<file path="config.mk">
export PLATFORM = sky130hd
export DESIGN_NAME = hms_scan_loop
export DESIGN_NICKNAME = d
export VERILOG_FILES = /design/src/inc/hms_pkg.sv /design/src/hw/hms_scan_loop.sv
export SDC_FILE = /design/constraint.sdc
export NUM_CORES = 1
export LEC_CHECK = 0
export BUFFER_PORTS_ARGS = -buffer_cell sky130_fd_sc_hd__buf_2
export CAP_MARGIN = 20
export CORE_ASPECT_RATIO = 0.75
export CORE_UTILIZATION = 30
export DETAILED_ROUTE_END_ITERATION = 16
export SLEW_MARGIN = 20
export SYNTH_ARGS = -nofsm -noshare
export SYNTH_HDL_FRONTEND = slang
export SYNTH_SLANG_ARGS = --single-unit
</file>
<file path="constraint.sdc">
create_clock -name sys_clk -period 3.15 [get_ports sys_clk]
set_clock_uncertainty 0.15 [all_clocks]
set_input_delay 0.1575 -clock sys_clk [delete_from_list [all_inputs] [get_ports sys_clk]]
set_output_delay 0.1575 -clock sys_clk [all_outputs]
set_load 0.03 [all_outputs]
</file>
<file path="src/inc/hms_pkg.sv">
/*
  Constants, register offsets and types for the monitor scan sequencer.
  Assumes a single 100 MHz system clock shared with the serial register logic
  and with the converter front end.
*/
// Notes on behaviour
// - Writing config with init and clear-interrupt low and run high starts scanning.
// - Running: visit each input in fixed order, about once per second, store result.
// - Results are readable at any moment without disturbing the scan.
// - On stop, finish the current pass and store its results, then cease.
// - Every restart after a halt begins with the temperature channel.
// - Latest temperature sits at location 27h as a signed Celsius byte.
// - Temperature byte: sign bit then weights 64 down to 1 degree.
// - Each supply channel stores an unsigned 8-bit code 0 to 255.
// - Positive supplies: nominal voltage reads as code 192, three quarters scale.
// - Positive supply step is nominal over 192, e.g. 62.5, 26.0, 17.2 mV.
// - Core supplies map 0 V to 00h and 3.60 V to FFh, 14.1 mV step.
// - Clearing run stops the loop into standby; register access stays available.
// - Clear-interrupt high holds scanning halted until written low again.
`default_nettype none
package hms_pkg;

  localparam int          DATA_W        = 8;
  localparam int          ADDR_W        = 8;
  localparam int          CHAN_W        = 3;

  // Register map
  localparam logic [7:0]  ADDR_CONFIG   = 8'h40;
  localparam logic [7:0]  ADDR_TEMP     = 8'h27;
  localparam logic [7:0]  ADDR_VOLT0    = 8'h20;
  localparam logic [7:0]  CONFIG_RESET  = 8'h08;

  // Config field positions
  localparam int          CFG_RUN       = 0;
  localparam int          CFG_INT_EN    = 1;
  localparam int          CFG_INT_CLEAR = 3;
  localparam int          CFG_INIT      = 7;

  // Channels: index 0 is temperature, 1..6 are the six supply inputs
  localparam int          NUM_CHAN      = 7;
  localparam logic [2:0]  CHAN_TEMP     = 3'h0;
  localparam logic [2:0]  CHAN_LAST     = 3'h6;
  localparam logic [7:0]  RESULT_RESET  = 8'h00;

  // Scan pacing: one pass per second
  localparam longint      CLK_HZ        = 100_000_000;
  localparam longint      PASS_TIME_MS  = 1000;
  localparam int          PASS_CYCLES   = int'((PASS_TIME_MS * CLK_HZ) / 1000);
  localparam int          TIMER_W       = 32;

  typedef enum logic [1:0] {
    HMS_IDLE,
    HMS_START,
    HMS_WAIT,
    HMS_PAUSE
  } hms_state_t;

endpackage
`default_nettype wire

</file>
<file path="src/hw/hms_scan_loop.sv">
/*
  Scan sequencer and result memory of the hardware monitor.
  Supply slots 20h..25h hold channels 1..6, temperature sits at 27h and the
  configuration byte reads back at 40h.
  Assumes the serial interface logic on sys_clk presents an internal address
  pointer and config write strobes, and a converter front end on sys_clk that
  answers each start pulse with one done pulse and an 8-bit code. Analog
  scaling of supply codes happens in the front end; this block stores codes.
*/
`timescale 1ns/10ps
`default_nettype none

module hms_scan_loop #(
  parameter int PASS_CYCLES = hms_pkg::PASS_CYCLES
) (
  // Clock and reset
  input  wire logic                        sys_clk,
  input  wire logic                        reset_n,
  // Register access from the serial interface
  input  wire logic [hms_pkg::ADDR_W-1:0]  regAddr,
  input  wire logic                        cfgWrEn,
  input  wire logic [hms_pkg::DATA_W-1:0]  cfgWrData,
  output logic      [hms_pkg::DATA_W-1:0]  regRdData,
  // Converter front end
  output logic                             adcStart,
  output logic      [hms_pkg::CHAN_W-1:0]  adcChannel,
  input  wire logic                        adcDone,
  input  wire logic [hms_pkg::DATA_W-1:0]  adcCode,
  // Status
  output logic                             scanActive,
  output logic                             intEnable
);
  import hms_pkg::*;

  // Reset synchroniser
  logic                 rstMeta;
  logic                 rstSync;

  // Configuration byte
  logic [DATA_W-1:0]    cfgReg;
  logic [DATA_W-1:0]    next_cfgReg;
  logic                 runReq;

  // Sequencer
  hms_state_t           state;
  hms_state_t           next_state;
  logic [CHAN_W-1:0]    chan;
  logic [CHAN_W-1:0]    next_chan;
  logic [TIMER_W-1:0]   timer;
  logic [TIMER_W-1:0]   next_timer;
  logic                 next_adcStart;
  logic                 passDue;

  // Result memory
  logic [DATA_W-1:0]    result [NUM_CHAN];
  logic [DATA_W-1:0]    next_result [NUM_CHAN];
  logic                 resultWrite;

  // Registered outputs
  logic [DATA_W-1:0]    next_regRdData;
  logic [CHAN_W-1:0]    next_adcChannel;
  logic                 next_scanActive;
  logic                 next_intEnable;

  // Reset release through two flip-flops; assertion stays asynchronous so the
  // block resets without a clock, while release is clean to sys_clk
  always_ff @(posedge sys_clk or negedge reset_n) begin
    if (!reset_n) begin
      rstMeta <= 1'b0;
      rstSync <= 1'b0;
    end else begin
      rstMeta <= 1'b1;
      rstSync <= rstMeta;
    end
  end

  // Config register; initialisation bit restores the default and clears itself.
  // Only init, run, interrupt enable and interrupt clear act in this block; the other
  // bits are kept for the neighbouring reset and intrusion logic.
  // Stored results are not touched by an initialisation.
  always_comb begin
    next_cfgReg = cfgReg;
    if (cfgWrEn) begin
      if (cfgWrData[CFG_INIT]) begin
        next_cfgReg = CONFIG_RESET;
      end else begin
        next_cfgReg = cfgWrData;
      end
    end
  end

  always_ff @(posedge sys_clk or negedge rstSync) begin
    if (!rstSync) begin
      cfgReg <= CONFIG_RESET;
    end else begin
      cfgReg <= next_cfgReg;
    end
  end

  // Run only with run set and interrupt clear low
  assign runReq  = cfgReg[CFG_RUN] && !cfgReg[CFG_INT_CLEAR];
  // The pass timer saturates, so a pass that outlasts the period (slow
  // converter) is followed at once by the next one instead of wrapping
  assign passDue = (timer >= TIMER_W'(PASS_CYCLES - 1));

  // Scan sequencer. Stop requests are only looked at between passes, so a
  // pass once begun always completes and stores every result.
  always_comb begin
    next_state    = state;
    next_chan     = chan;
    next_adcStart = 1'b0;
    next_timer    = passDue ? timer : timer + TIMER_W'(1);
    unique case (state)
      HMS_IDLE: begin
        // Standby: timer held at zero so the second pass of a run starts a full period after the first
        next_timer = '0;
        if (runReq) begin
          next_chan  = CHAN_TEMP;
          next_state = HMS_START;
        end
      end
      HMS_START: begin
        // One-cycle start pulse; the channel already stands on adcChannel
        next_adcStart = 1'b1;
        next_state    = HMS_WAIT;
      end
      HMS_WAIT: begin
        // A done pulse is only taken here; one in any other state is ignored
        if (adcDone) begin
          if (chan == CHAN_LAST) begin
            next_state = runReq ? HMS_PAUSE : HMS_IDLE;
          end else begin
            next_chan  = chan + CHAN_W'(1);
            next_state = HMS_START;
          end
        end
      end
      HMS_PAUSE: begin
        // Hold off the next pass so each channel is visited once per second
        if (!runReq) begin
          next_state = HMS_IDLE;
        end else if (passDue) begin
          next_timer = '0;
          next_chan  = CHAN_TEMP;
          next_state = HMS_START;
        end
      end
    endcase
  end

  always_ff @(posedge sys_clk or negedge rstSync) begin
    if (!rstSync) begin
      state    <= HMS_IDLE;
      chan     <= CHAN_TEMP;
      timer    <= '0;
      adcStart <= 1'b0;
    end else begin
      state    <= next_state;
      chan     <= next_chan;
      timer    <= next_timer;
      adcStart <= next_adcStart;
    end
  end

  // Result memory: one byte register per channel, always written whole, so
  // a read that races a conversion sees the old or the new code, never a mix.
  // Temperature codes arrive already signed Celsius, supply codes unsigned.
  assign resultWrite = (state == HMS_WAIT) && adcDone;

  for (genvar slot = 0; slot < NUM_CHAN; slot++) begin : gen_slot
    always_comb begin
      next_result[slot] = result[slot];
      if (resultWrite && chan == CHAN_W'(slot)) begin
        next_result[slot] = adcCode;
      end
    end

    always_ff @(posedge sys_clk or negedge rstSync) begin
      if (!rstSync) begin
        result[slot] <= RESULT_RESET;
      end else begin
        result[slot] <= next_result[slot];
      end
    end
  end

  // Read path is independent of the sequencer, so reads never stall a scan.
  // Unmapped addresses read as zero.
  always_comb begin
    next_regRdData = '0;
    if (regAddr == ADDR_TEMP) begin
      next_regRdData = result[CHAN_TEMP];
    end else if (regAddr >= ADDR_VOLT0 && regAddr < ADDR_VOLT0 + 8'(NUM_CHAN - 1)) begin
      next_regRdData = result[CHAN_W'(regAddr - ADDR_VOLT0) + CHAN_W'(1)];
    end else if (regAddr == ADDR_CONFIG) begin
      next_regRdData = cfgReg;
    end
  end

  // Status and channel outputs copy next-state values into flip-flops, so
  // they change on the same edge as the state they describe.
  always_comb begin
    next_adcChannel = next_chan;
    next_scanActive = (next_state != HMS_IDLE);
    next_intEnable  = next_cfgReg[CFG_INT_EN];
  end

  always_ff @(posedge sys_clk or negedge rstSync) begin
    if (!rstSync) begin
      regRdData  <= '0;
      adcChannel <= '0;
      scanActive <= 1'b0;
      intEnable  <= 1'b0;
    end else begin
      regRdData  <= next_regRdData;
      adcChannel <= next_adcChannel;
      scanActive <= next_scanActive;
      intEnable  <= next_intEnable;
    end
  end

endmodule
`default_nettype wire

</file>
After elaboration in Yosys (flattened, before gate mapping)
Index checks and enable logic that the tools add are counted.

Latch bits: 0. Output and inout bits: 14. Memory bits (read-only): 0. Memories: 0. Bits of input ports: 28. RAM bits: 0. Word-level logic and storage cells: 83. Flip-flop bits (word level): 113.

Magnitude comparators: 4. Divide/modulo/power cells: 0. Add/sub/neg operators: 4. Multipliers: 0. Bitwise operators: 1. Equal/unequal tests: 16. Muxes and demuxes: 25. Reductions and logical operators: 16. Shifts and indexed selects: 0.

Operator list (number): 32-bit 2-to-1 mux (3); 32-bit one-hot mux with 2 select lines (1); 8-bit 2-to-1 mux (5); 32-bit by 1-bit adder with 32-bit output (second input constant) (1); 32-bit by 27-bit greater-or-equal comparator with 1-bit output (second input constant) (1); 8-bit binary-select mux with 3-bit select (1); 3-bit 2-to-1 mux (5); 2-bit 2-to-1 mux (6); 1-bit logical AND (10); 2-bit != test (second input constant) (5); 3-bit == test (second input constant) (3); 3-bit one-hot mux with 3 select lines (1); 8-bit by 6-bit == test with 1-bit output (second input constant) (1); 8-bit by 7-bit == test with 1-bit output (second input constant) (1); 8-bit by 6-bit greater-or-equal comparator with 1-bit output (second input constant) (1); 8-bit by 6-bit less-than comparator with 1-bit output (second input constant) (1); 2-bit one-hot mux with 4 select lines (1); 7-bit 2-to-1 mux (1); 3-bit by 1-bit adder with 3-bit output (second input constant) (2); 3-bit by 2-bit == test with 1-bit output (second input constant) (2); 6-bit AND reduction (1); 2-bit == test (second input constant) (2); 4-bit greater-or-equal comparator (second input constant) (1); 3-bit inverter with 4-bit output (1); 9 further kinds (9).

Depth between registers and ports, before layout
Gate-level depths: netlist of run 1.

Depth after elaboration: 8. Mapped depth: 11. Gate-level depth less buffers: 10.

Least setup slack after synthesis of run 1
OpenSTA, ideal clock, no wires.

Path type: input to register. Start: input regAddr[0] (netlist name). End: register regRdData[5] (netlist name). Data arrival time: 2.198 ns. Required time: 2.864 ns. Stages on the path: 10. Setup slack: 0.666 ns. Library setup time: 0.136 ns. Cells stage by stage: buf_2 clkinv_1 ha_1 clkbuf_1 buf_2 mux4_2 nor2_1 a211oi_1 a21oi_1 o21ai_0.

Word-level cells in the longest chain between the ends: 8.

Ends and longest elaborated chain: start: declaration (line hms_scan_loop.sv:20) `input wire logic [hms_pkg::ADDR_W-1:0] regAddr,`; 3-bit by 1-bit subtractor with 3-bit output (line hms_scan_loop.sv:194) `next_regRdData = result[CHAN_W'(regAddr - ADDR_VOLT0) + CHAN_W'(1)];`; 3-bit by 1-bit adder with 3-bit output (line hms_scan_loop.sv:194); 3-bit inverter with 4-bit output (implied by the code) (line hms_scan_loop.sv:194); 8-bit binary-select mux with 3-bit select (line hms_scan_loop.sv:194); 8-bit 2-to-1 mux (implied by the code) (2 in series) (line hms_scan_loop.sv:194); 8-bit 2-to-1 mux (line hms_scan_loop.sv:193) `end else if (regAddr >= ADDR_VOLT0 && regAddr < ADDR_VOLT0 + 8'(NUM_CHAN - 1)) begin`; 8-bit 2-to-1 mux * (line hms_scan_loop.sv:191) `if (regAddr == ADDR_TEMP) begin`; via next_regRdData[5] (line hms_scan_loop.sv:60) `logic [DATA_W-1:0] next_regRdData;`; end signal: assignment (line hms_scan_loop.sv:215) `regRdData <= next_regRdData;`; end: declaration (line hms_scan_loop.sv:23) `output logic [hms_pkg::DATA_W-1:0] regRdData,`.

Mark *: on every way through the listed nets, which the timed path passes. The rest lies on a longest branch. The select of a mux whose other input is x is not followed. A chain may end at the register's enable or synchronous reset.

Final worst setup path of run 1
Start: register timer[25]. End: register timer[0].

Word-level cells in the longest chain between the ends: 5.

Ends and longest elaborated chain: start: declaration (line hms_scan_loop.sv:49) `logic [TIMER_W-1:0] timer;`; start signal: assignment (line hms_scan_loop.sv:160) `timer <= next_timer;`; 32-bit by 27-bit greater-or-equal comparator with 1-bit output * (line hms_scan_loop.sv:104) `assign passDue = (timer >= TIMER_W'(PASS_CYCLES - 1));`; 32-bit 2-to-1 mux (line hms_scan_loop.sv:112) `next_timer = passDue ? timer : timer + TIMER_W'(1);`; 32-bit 2-to-1 mux (line hms_scan_loop.sv:142) `end else if (passDue) begin`; 32-bit 2-to-1 mux (line hms_scan_loop.sv:140) `if (!runReq) begin`; 32-bit one-hot mux with 2 select lines * (line hms_scan_loop.sv:113) `unique case (state)`; via next_timer[0] (line hms_scan_loop.sv:50) `logic [TIMER_W-1:0] next_timer;`.

Mark *: on every way through the listed nets, which the timed path passes. The rest lies on a longest branch.

==> impl_metrics.json, run 1 <==
{
  "status": "completed",
  "period_minus_slack_ns": 2.52,
  "place_hpwl_um": 8260,
  "worst-setup-path-type": "flop to flop",
  "worstReg2RegEnd": "timer[0]",
  "rsz0062_at_grt": "false",
  "synth.net_count": 516,
  "die_area_mm2": 0.0187,
  "fin_nets": 587,
  "tightest_slew_ns": 0.730,
  "async_reset_ff_share_pct": 100,
  "setup-violations-final": 0,
  "synth-seq-area-share_pct": 51.6,
  "insertion_delay_ns": 0.35,
  "slew_headroom_pct": 51.0,
  "required_ns": 3.28,
  "die_x_um": 157,
  "grt_first_pass_wirelength_um": 20300,
  "drc": 0,
  "place_congestion": 0.783,
  "cts-root-buf": "clkbuf_16",
  "diodes": 0,
  "end_kind": "flop",
  "grt_max_degree": 71,
  "ys_types": 51,
  "p_leak_nw": 2.95,
  "synth_edf_count": 0,
  "htree_num_levels": 3,
  "drive_gt1_share_pct": 25.3,
  "synth.avg_cell_area_um2": 11.5,
  "grt_remaining_overflow": 0,
  "postCtsSetupRepairBufs": 0,
  "cp_num_buf_inv": 0,
  "drt_iter0_markers": 284,
  "clockBufferDepth": 2,
  "placement.io_buffers": 41,
  "antenna_found_initial": 0,
  "crit_path_cell_trace": "or4b_1 -> nor4_4 -> o21a_4 -> nor2_1 -> ha_1 -> o21ai_0 -> nand2_1 -> o21ai_0",
  "p_per_area_mw_per_mm2": 536,
  "ant_nets": 0,
  "tns_ns": 0,
  "max_freq_mhz": 396,
  "maxCapViolCount": 0,
  "grt_pass1_vias": 3888,
  "syn2layout_area_growth_pct": 19.3,
  "slowest_delay_ns": 0.58,
  "irDropWorstVdd_v": 0.000228,
  "slowest_stage": "or4b_1",
  "cts_sinks": 112,
  "reg2reg_from": "timer[25]",
  "post_drt_wl_per_cell_um": 15.1,
  "fin_area_mm2": 0.00649,
  "wirelength_um": 12000,
  "path_clk_slew_ns": 0.08,
  "cp_max_fo": 8,
  "cts_resized": 0,
  "post-route-util_pct": 36.6,
  "grtUsageTotal_pct": 13.8,
  "coreArea_mm2": 0.0177,
  "worst_hold_path_type": "input pin to flop",
  "vias_per_cell": 4.86,
  "start_kind": "flop",
  "min_from": "cfgWrEn",
  "syn-cell-area_mm2": 0.00544,
  "yosys_warnings": 0,
  "cts_buffers": 9,
  "finalCritPeriodShare_pct": 80.1,
  "fill_cells": 1746,
  "crit_family": "simple AND/OR/NAND/NOR gates",
  "die_height_um": 119,
  "io_pins": 42,
  "hold_path_depth": 2,
  "reg2reg_slack_ns": 0.63,
  "cts_tree": "done",
  "drtPass1Iterations": 4,
  "initial_utilization_pct": 30.7,
  "cp.arrival_ns": 2.65,
  "slew_violations": 0,
  "timing.final.hold_violations": 0,
  "row_count": 42,
  "vias": 3849,
  "placed_area_mm2": 0.00596,
  "ys_seq_elements": 112,
  "ff2ff_path_depth": 8,
  "syn_inst": 474,
  "synth_ff_type": "dfrtp_1",
  "holdPathEnd": "cfgReg[5]",
  "path_common_cell": "o21ai_0"
}
-- cell usage after synthesis, types with 2 or more instances --
cell	number	share of area (%)
a211oi_1	7	0.97
a21oi_1	18	1.7
a21oi_2	2	0.32
and3_1	6	0.69
buf_2	3	0.28
buf_4	3	0.41
clkbuf_1	7	0.48
dfrtp_1	111	51
ha_1	14	3.2
inv_1	16	1.1
mux2_2	56	12
mux2i_1	12	2.2
mux4_2	8	3.3
nand2_1	30	2.1
nand2b_1	2	0.23
nand3_1	15	1.4
nand3b_1	6	0.83
nand4_1	17	2.0
nor2_1	49	3.4
nor2b_1	9	1.0
nor3_1	5	0.46
nor4_1	4	0.46
nor4b_1	2	0.32
o211ai_1	2	0.28
o21ai_0	20	1.8
o31ai_1	2	0.28
or3_1	2	0.23
xnor2_1	5	0.81
xor2_1	19	3.1
-- worst max path at each step --
stage / startpoint / end / slack, ns / cells past startpoint
finish: timer[25] / timer[0] / 0.63 / 8
detailed placement: regAddr[0] / regRdData[6] / 0.58 / 9
floorplan: regAddr[0] / regRdData[5] / 0.67 / 10
global placement: regAddr[0] / regRdData[4] / 0.64 / 9
global route: timer[20] / timer[0] / 0.32 / 8
CTS: timer[25] / timer[0] / 0.64 / 8
-- kinds of logic (layout without fill, tap and decap cells) --
logic type	count (synthesis)	in the layout	share of synthesized area [%]
buffers and inverters	31	107	2.42
other	1	1	0.0690
and+or+nand+nor	158	158	15.2
xor gates and xnor gates	24	24	3.87
AOI/OAI and AO/OA	58	58	6.51
muxes	76	76	17.1
DFF	112	112	51.6
adders and majority gates	14	14	3.22
-- routing by layer --
layer | wire length [µm] | up-vias | GRT usage, % | share of wire [%]
met5 | 0 | - | 0 | 0
met4 | 128 | 0 | 3.64 | 1.1
met3 | 475 | 10 | 3.04 | 4.0
met2 | 5480 | 61 | 21.3 | 46
met1 | 5900 | 1954 | 19.5 | 49
li1 | - | 1824 | - | -
-- layout by cell type, fill, tap and decap left out, types with 2 or more instances in the layout --
cell type,synthesis,final
inv_8,0,2
a21oi_1,18,18
nor2_1,49,49
dfrtp_1,111,110
mux2i_1,12,12
buf_2,3,41
buf_4,3,8
nand2_1,30,30
mux2_2,56,56
xnor2_1,5,5
or3_1,2,2
nor4b_1,2,2
dlygate4sd3_1,0,24
and3_1,6,6
ha_1,14,14
nand4_1,17,17
a211oi_1,7,7
nor2b_1,9,9
o211ai_1,2,2
xor2_1,19,19
o31ai_1,2,2
a21oi_2,2,2
inv_1,16,16
clkbuf_16,0,9
nand2b_1,2,2
nor4_1,4,4
clkinv_4,0,2
nand3b_1,6,6
nor3_1,5,5
nand3_1,15,15
mux4_2,8,8
o21ai_0,20,20
-- final cells by class --
| type | count | area (µm²) | share of cell area, % |
|---|---|---|---|
| Clock buffer | 9 | 225 | 3.47 |
| Clock inverter | 7 | 61.3 | 0.945 |
| Inverter | 17 | 63.8 | 0.984 |
| Multi-Input combinational cell | 331 | 2500 | 38.6 |
| Sequential cell | 112 | 2810 | 43.3 |
| Tap cell | 242 | 303 | 4.67 |
| Timing Repair Buffer | 74 | 526 | 8.10 |
-- sequential cells by signal, indices dropped and copies added (netlist names) --
name	cells
result	56
adcChannel	3
regRdData	8
rstSync	1
state	2
timer	32
rstMeta	1
cfgReg	7
adcStart	1
scanActive	1
-- power breakdown --
part | internal [W] | switching, W | leakage (nW) | total [W]
Clock | 0.000553 | 0.000558 | 0.140 | 0.00111
Sequential | 0.00160 | 0.000129 | 1.53 | 0.00173
Combinational | 0.000292 | 0.000340 | 1.28 | 0.000632
-- stage by stage --
stage               setup WS (ns)  total power (W)  hold slack (ns)  std cells
floorplan                   0.666          0.00219           -0.288        474
global placement            0.639          0.00234           -0.204        752
detailed placement          0.576          0.00237           -0.202        752
CTS                         0.637          0.00351         0.000866        792
global route                0.321          0.00366           0.0588        792
finish                      0.628          0.00347           0.0130        792
-- timing repair --
action	in CTS	in global routing
endpoints found under the setup margin	0	0
endpoints found under the hold margin	61	0
hold buffers	24	0
No activity file was read; power rests on OpenSTA's default activity.
==> run 2: changes to the inputs <==
==> constraint.sdc (replaced) <==
create_clock -name sys_clk -period 2.2 [get_ports sys_clk]
set_clock_uncertainty 0.15 [all_clocks]
set_input_delay 0.11 -clock sys_clk [delete_from_list [all_inputs] [get_ports sys_clk]]
set_output_delay 0.11 -clock sys_clk [all_outputs]
set_load 0.03 [all_outputs]
==> impl_metrics.json, run 2 (synthesis gave the netlist of run 1 again) <==
{
  "fin_area_mm2": 0.00700,
  "p_leak_nw": 3.22,
  "final_cell_mix": "dfrtp_1 (110), mux2_2 (56), nor2_1 (47), buf_4 (47), buf_2 (41)",
  "grt_first_pass_wirelength_um": 20900,
  "place_congestion": 0.758,
  "vias_per_cell": 4.77,
  "status": "complete, but fails checks",
  "antenna_found_initial": 0,
  "wirelength_um": 12500,
  "regMostFlops": "result",
  "drt_iter0_markers": 234,
  "post_drt_wl_per_cell_um": 14.8,
  "wl_met3_um": 396,
  "finalCritPeriodShare_pct": 103,
  "final.setup.worst_slack_ns": -0.0643,
  "die_height_um": 119,
  "io_pins": 42,
  "rsz0062_at_grt": "true",
  "cts_tree": "done",
  "drive_gt1_share_pct": 31.9,
  "largest_register_ffs": 56,
  "grt_remaining_overflow": 0,
  "start_kind": "flop",
  "grtUsageTotal_pct": 14.4,
  "wl_met1_um": 6010,
  "ant_nets": 0,
  "cts-root-buf": "clkbuf_16",
  "cts_sinks": 112,
  "diodes": 0,
  "violations": "negative setup slack",
  "initial_utilization_pct": 30.7,
  "cp.arrival_ns": 2.36,
  "largest_registers": "result (56), timer (32), regRdData (8)",
  "placed_area_mm2": 0.00630,
  "drtPass1Iterations": 4,
  "coreArea_mm2": 0.0177,
  "reg2reg_slack_ns": -0.06,
  "clockBufferDepth": 2,
  "htree_num_levels": 3,
  "setup-violations-final": 33,
  "path_clk_slew_ns": 0.07,
  "fin_nets": 636,
  "end_kind": "flop",
  "slew_headroom_pct": 65.3,
  "syn2layout_area_growth_pct": 28.8,
  "max_freq_mhz": 442,
  "insertion_delay_ns": 0.36,
  "tightest_slew_ns": 0.520,
  "worst-setup-path-type": "flop to flop",
  "final_common_cell": "dfrtp_1",
  "period_minus_slack_ns": 2.26,
  "drc": 0,
  "p_per_area_mw_per_mm2": 740,
  "required_ns": 2.30,
  "die_x_um": 157,
  "slew_violations": 0,
  "die_area_mm2": 0.0187,
  "cts_buffers": 9,
  "grt_pass1_vias": 4174,
  "top_layer": "met4",
  "maxCapViolCount": 0,
  "worst_hold_path_type": "input pin to flop",
  "cp_max_fo": 31,
  "row_count": 42,
  "irDropWorstVdd_v": 0.000372,
  "placement.io_buffers": 41,
  "holdWs_ns": 0.0457,
  "place_hpwl_um": 8640,
  "fill_cells": 1725,
  "vias": 4015,
  "met2_length_um": 5890,
  "timing.final.hold_violations": 0,
  "grt_max_degree": 44
}
## run 2: final timing paths
check,startpoint,endpoint,depth (start not counted)
setup / recovery,timer[19],timer[15],7
hold / removal,adcDone,state[0],4
hold reg to reg,rstSync,timer[15],0
setup reg to reg,timer[19],timer[15],7
min in group asynchronous,rstSync,timer[15],0
max in group asynchronous,rstSync,cfgReg[3],1
## run 2: what timing repair did
| item | 4_1_cts | 5_1_grt |
|---|---|---|
| gates resized for setup | 3 | 6 |
| hold endpoints to repair | 65 | 0 |
| buffers inserted | 1 | 2 |
| pin swaps | 2 | 5 |
| setup endpoints to repair | 36 | 36 |
| hold buffers | 31 | 0 |
## run 2: routing by layer
| layer | track usage [%] | vias to the layer above |
|---|---|---|
| met5 | 0 | - |
| met4 | 4.67 | 0 |
| met1 | 19.7 | 2001 |
| met2 | 22.6 | 58 |
| li1 | - | 1938 |
| met3 | 3.15 | 18 |
## run 2: layout make-up
| cell class | count | area, µm² | share of cell area (%) |
|---|---|---|---|
| clock buffer | 9 | 225 | 3.22 |
| clock inverter | 7 | 90.1 | 1.29 |
| inverter | 17 | 65.1 | 0.929 |
| multi-input combinational | 331 | 2570 | 36.7 |
| sequential | 112 | 2810 | 40.1 |
| tap | 242 | 303 | 4.32 |
| timing repair buffer | 123 | 940 | 13.4 |
## run 2: through the flow
step           TNS (ns)  utilization, %  power [W]  cells  setup WS [ns]
2_1_floorplan     -1.68               -    0.00314    474        -0.0538
3_3_place_gp     -0.151            35.6    0.00342    791       -0.00807
3_5_place_dp      -1.55            35.6    0.00346    791        -0.0872
4_1_cts           -2.03            39.3    0.00524    839        -0.0725
5_1_grt           -4.85            39.5    0.00548    841         -0.157
6_report          -1.48            39.5    0.00518    841        -0.0643
## run 2: critical path: stages (launching register included)
cell     delay [ns]
dfrtp_1        0.38
or4b_4         0.56
nor4_4         0.28
o21a_4         0.23
o21ai_4        0.08
a21oi_2        0.19
buf_12         0.20
nor2_1         0.07
## run 2: power breakdown
| part | total (W) | internal, W | leakage, nW | switching (W) |
|---|---|---|---|---|
| Combinational | 0.00101 | 0.000501 | 1.55 | 0.000509 |
| Clock | 0.00171 | 0.000907 | 0.147 | 0.000798 |
| Sequential | 0.00247 | 0.00230 | 1.53 | 0.000172 |
| Total | 0.00518 | 0.00370 | 3.22 | 0.00148 |
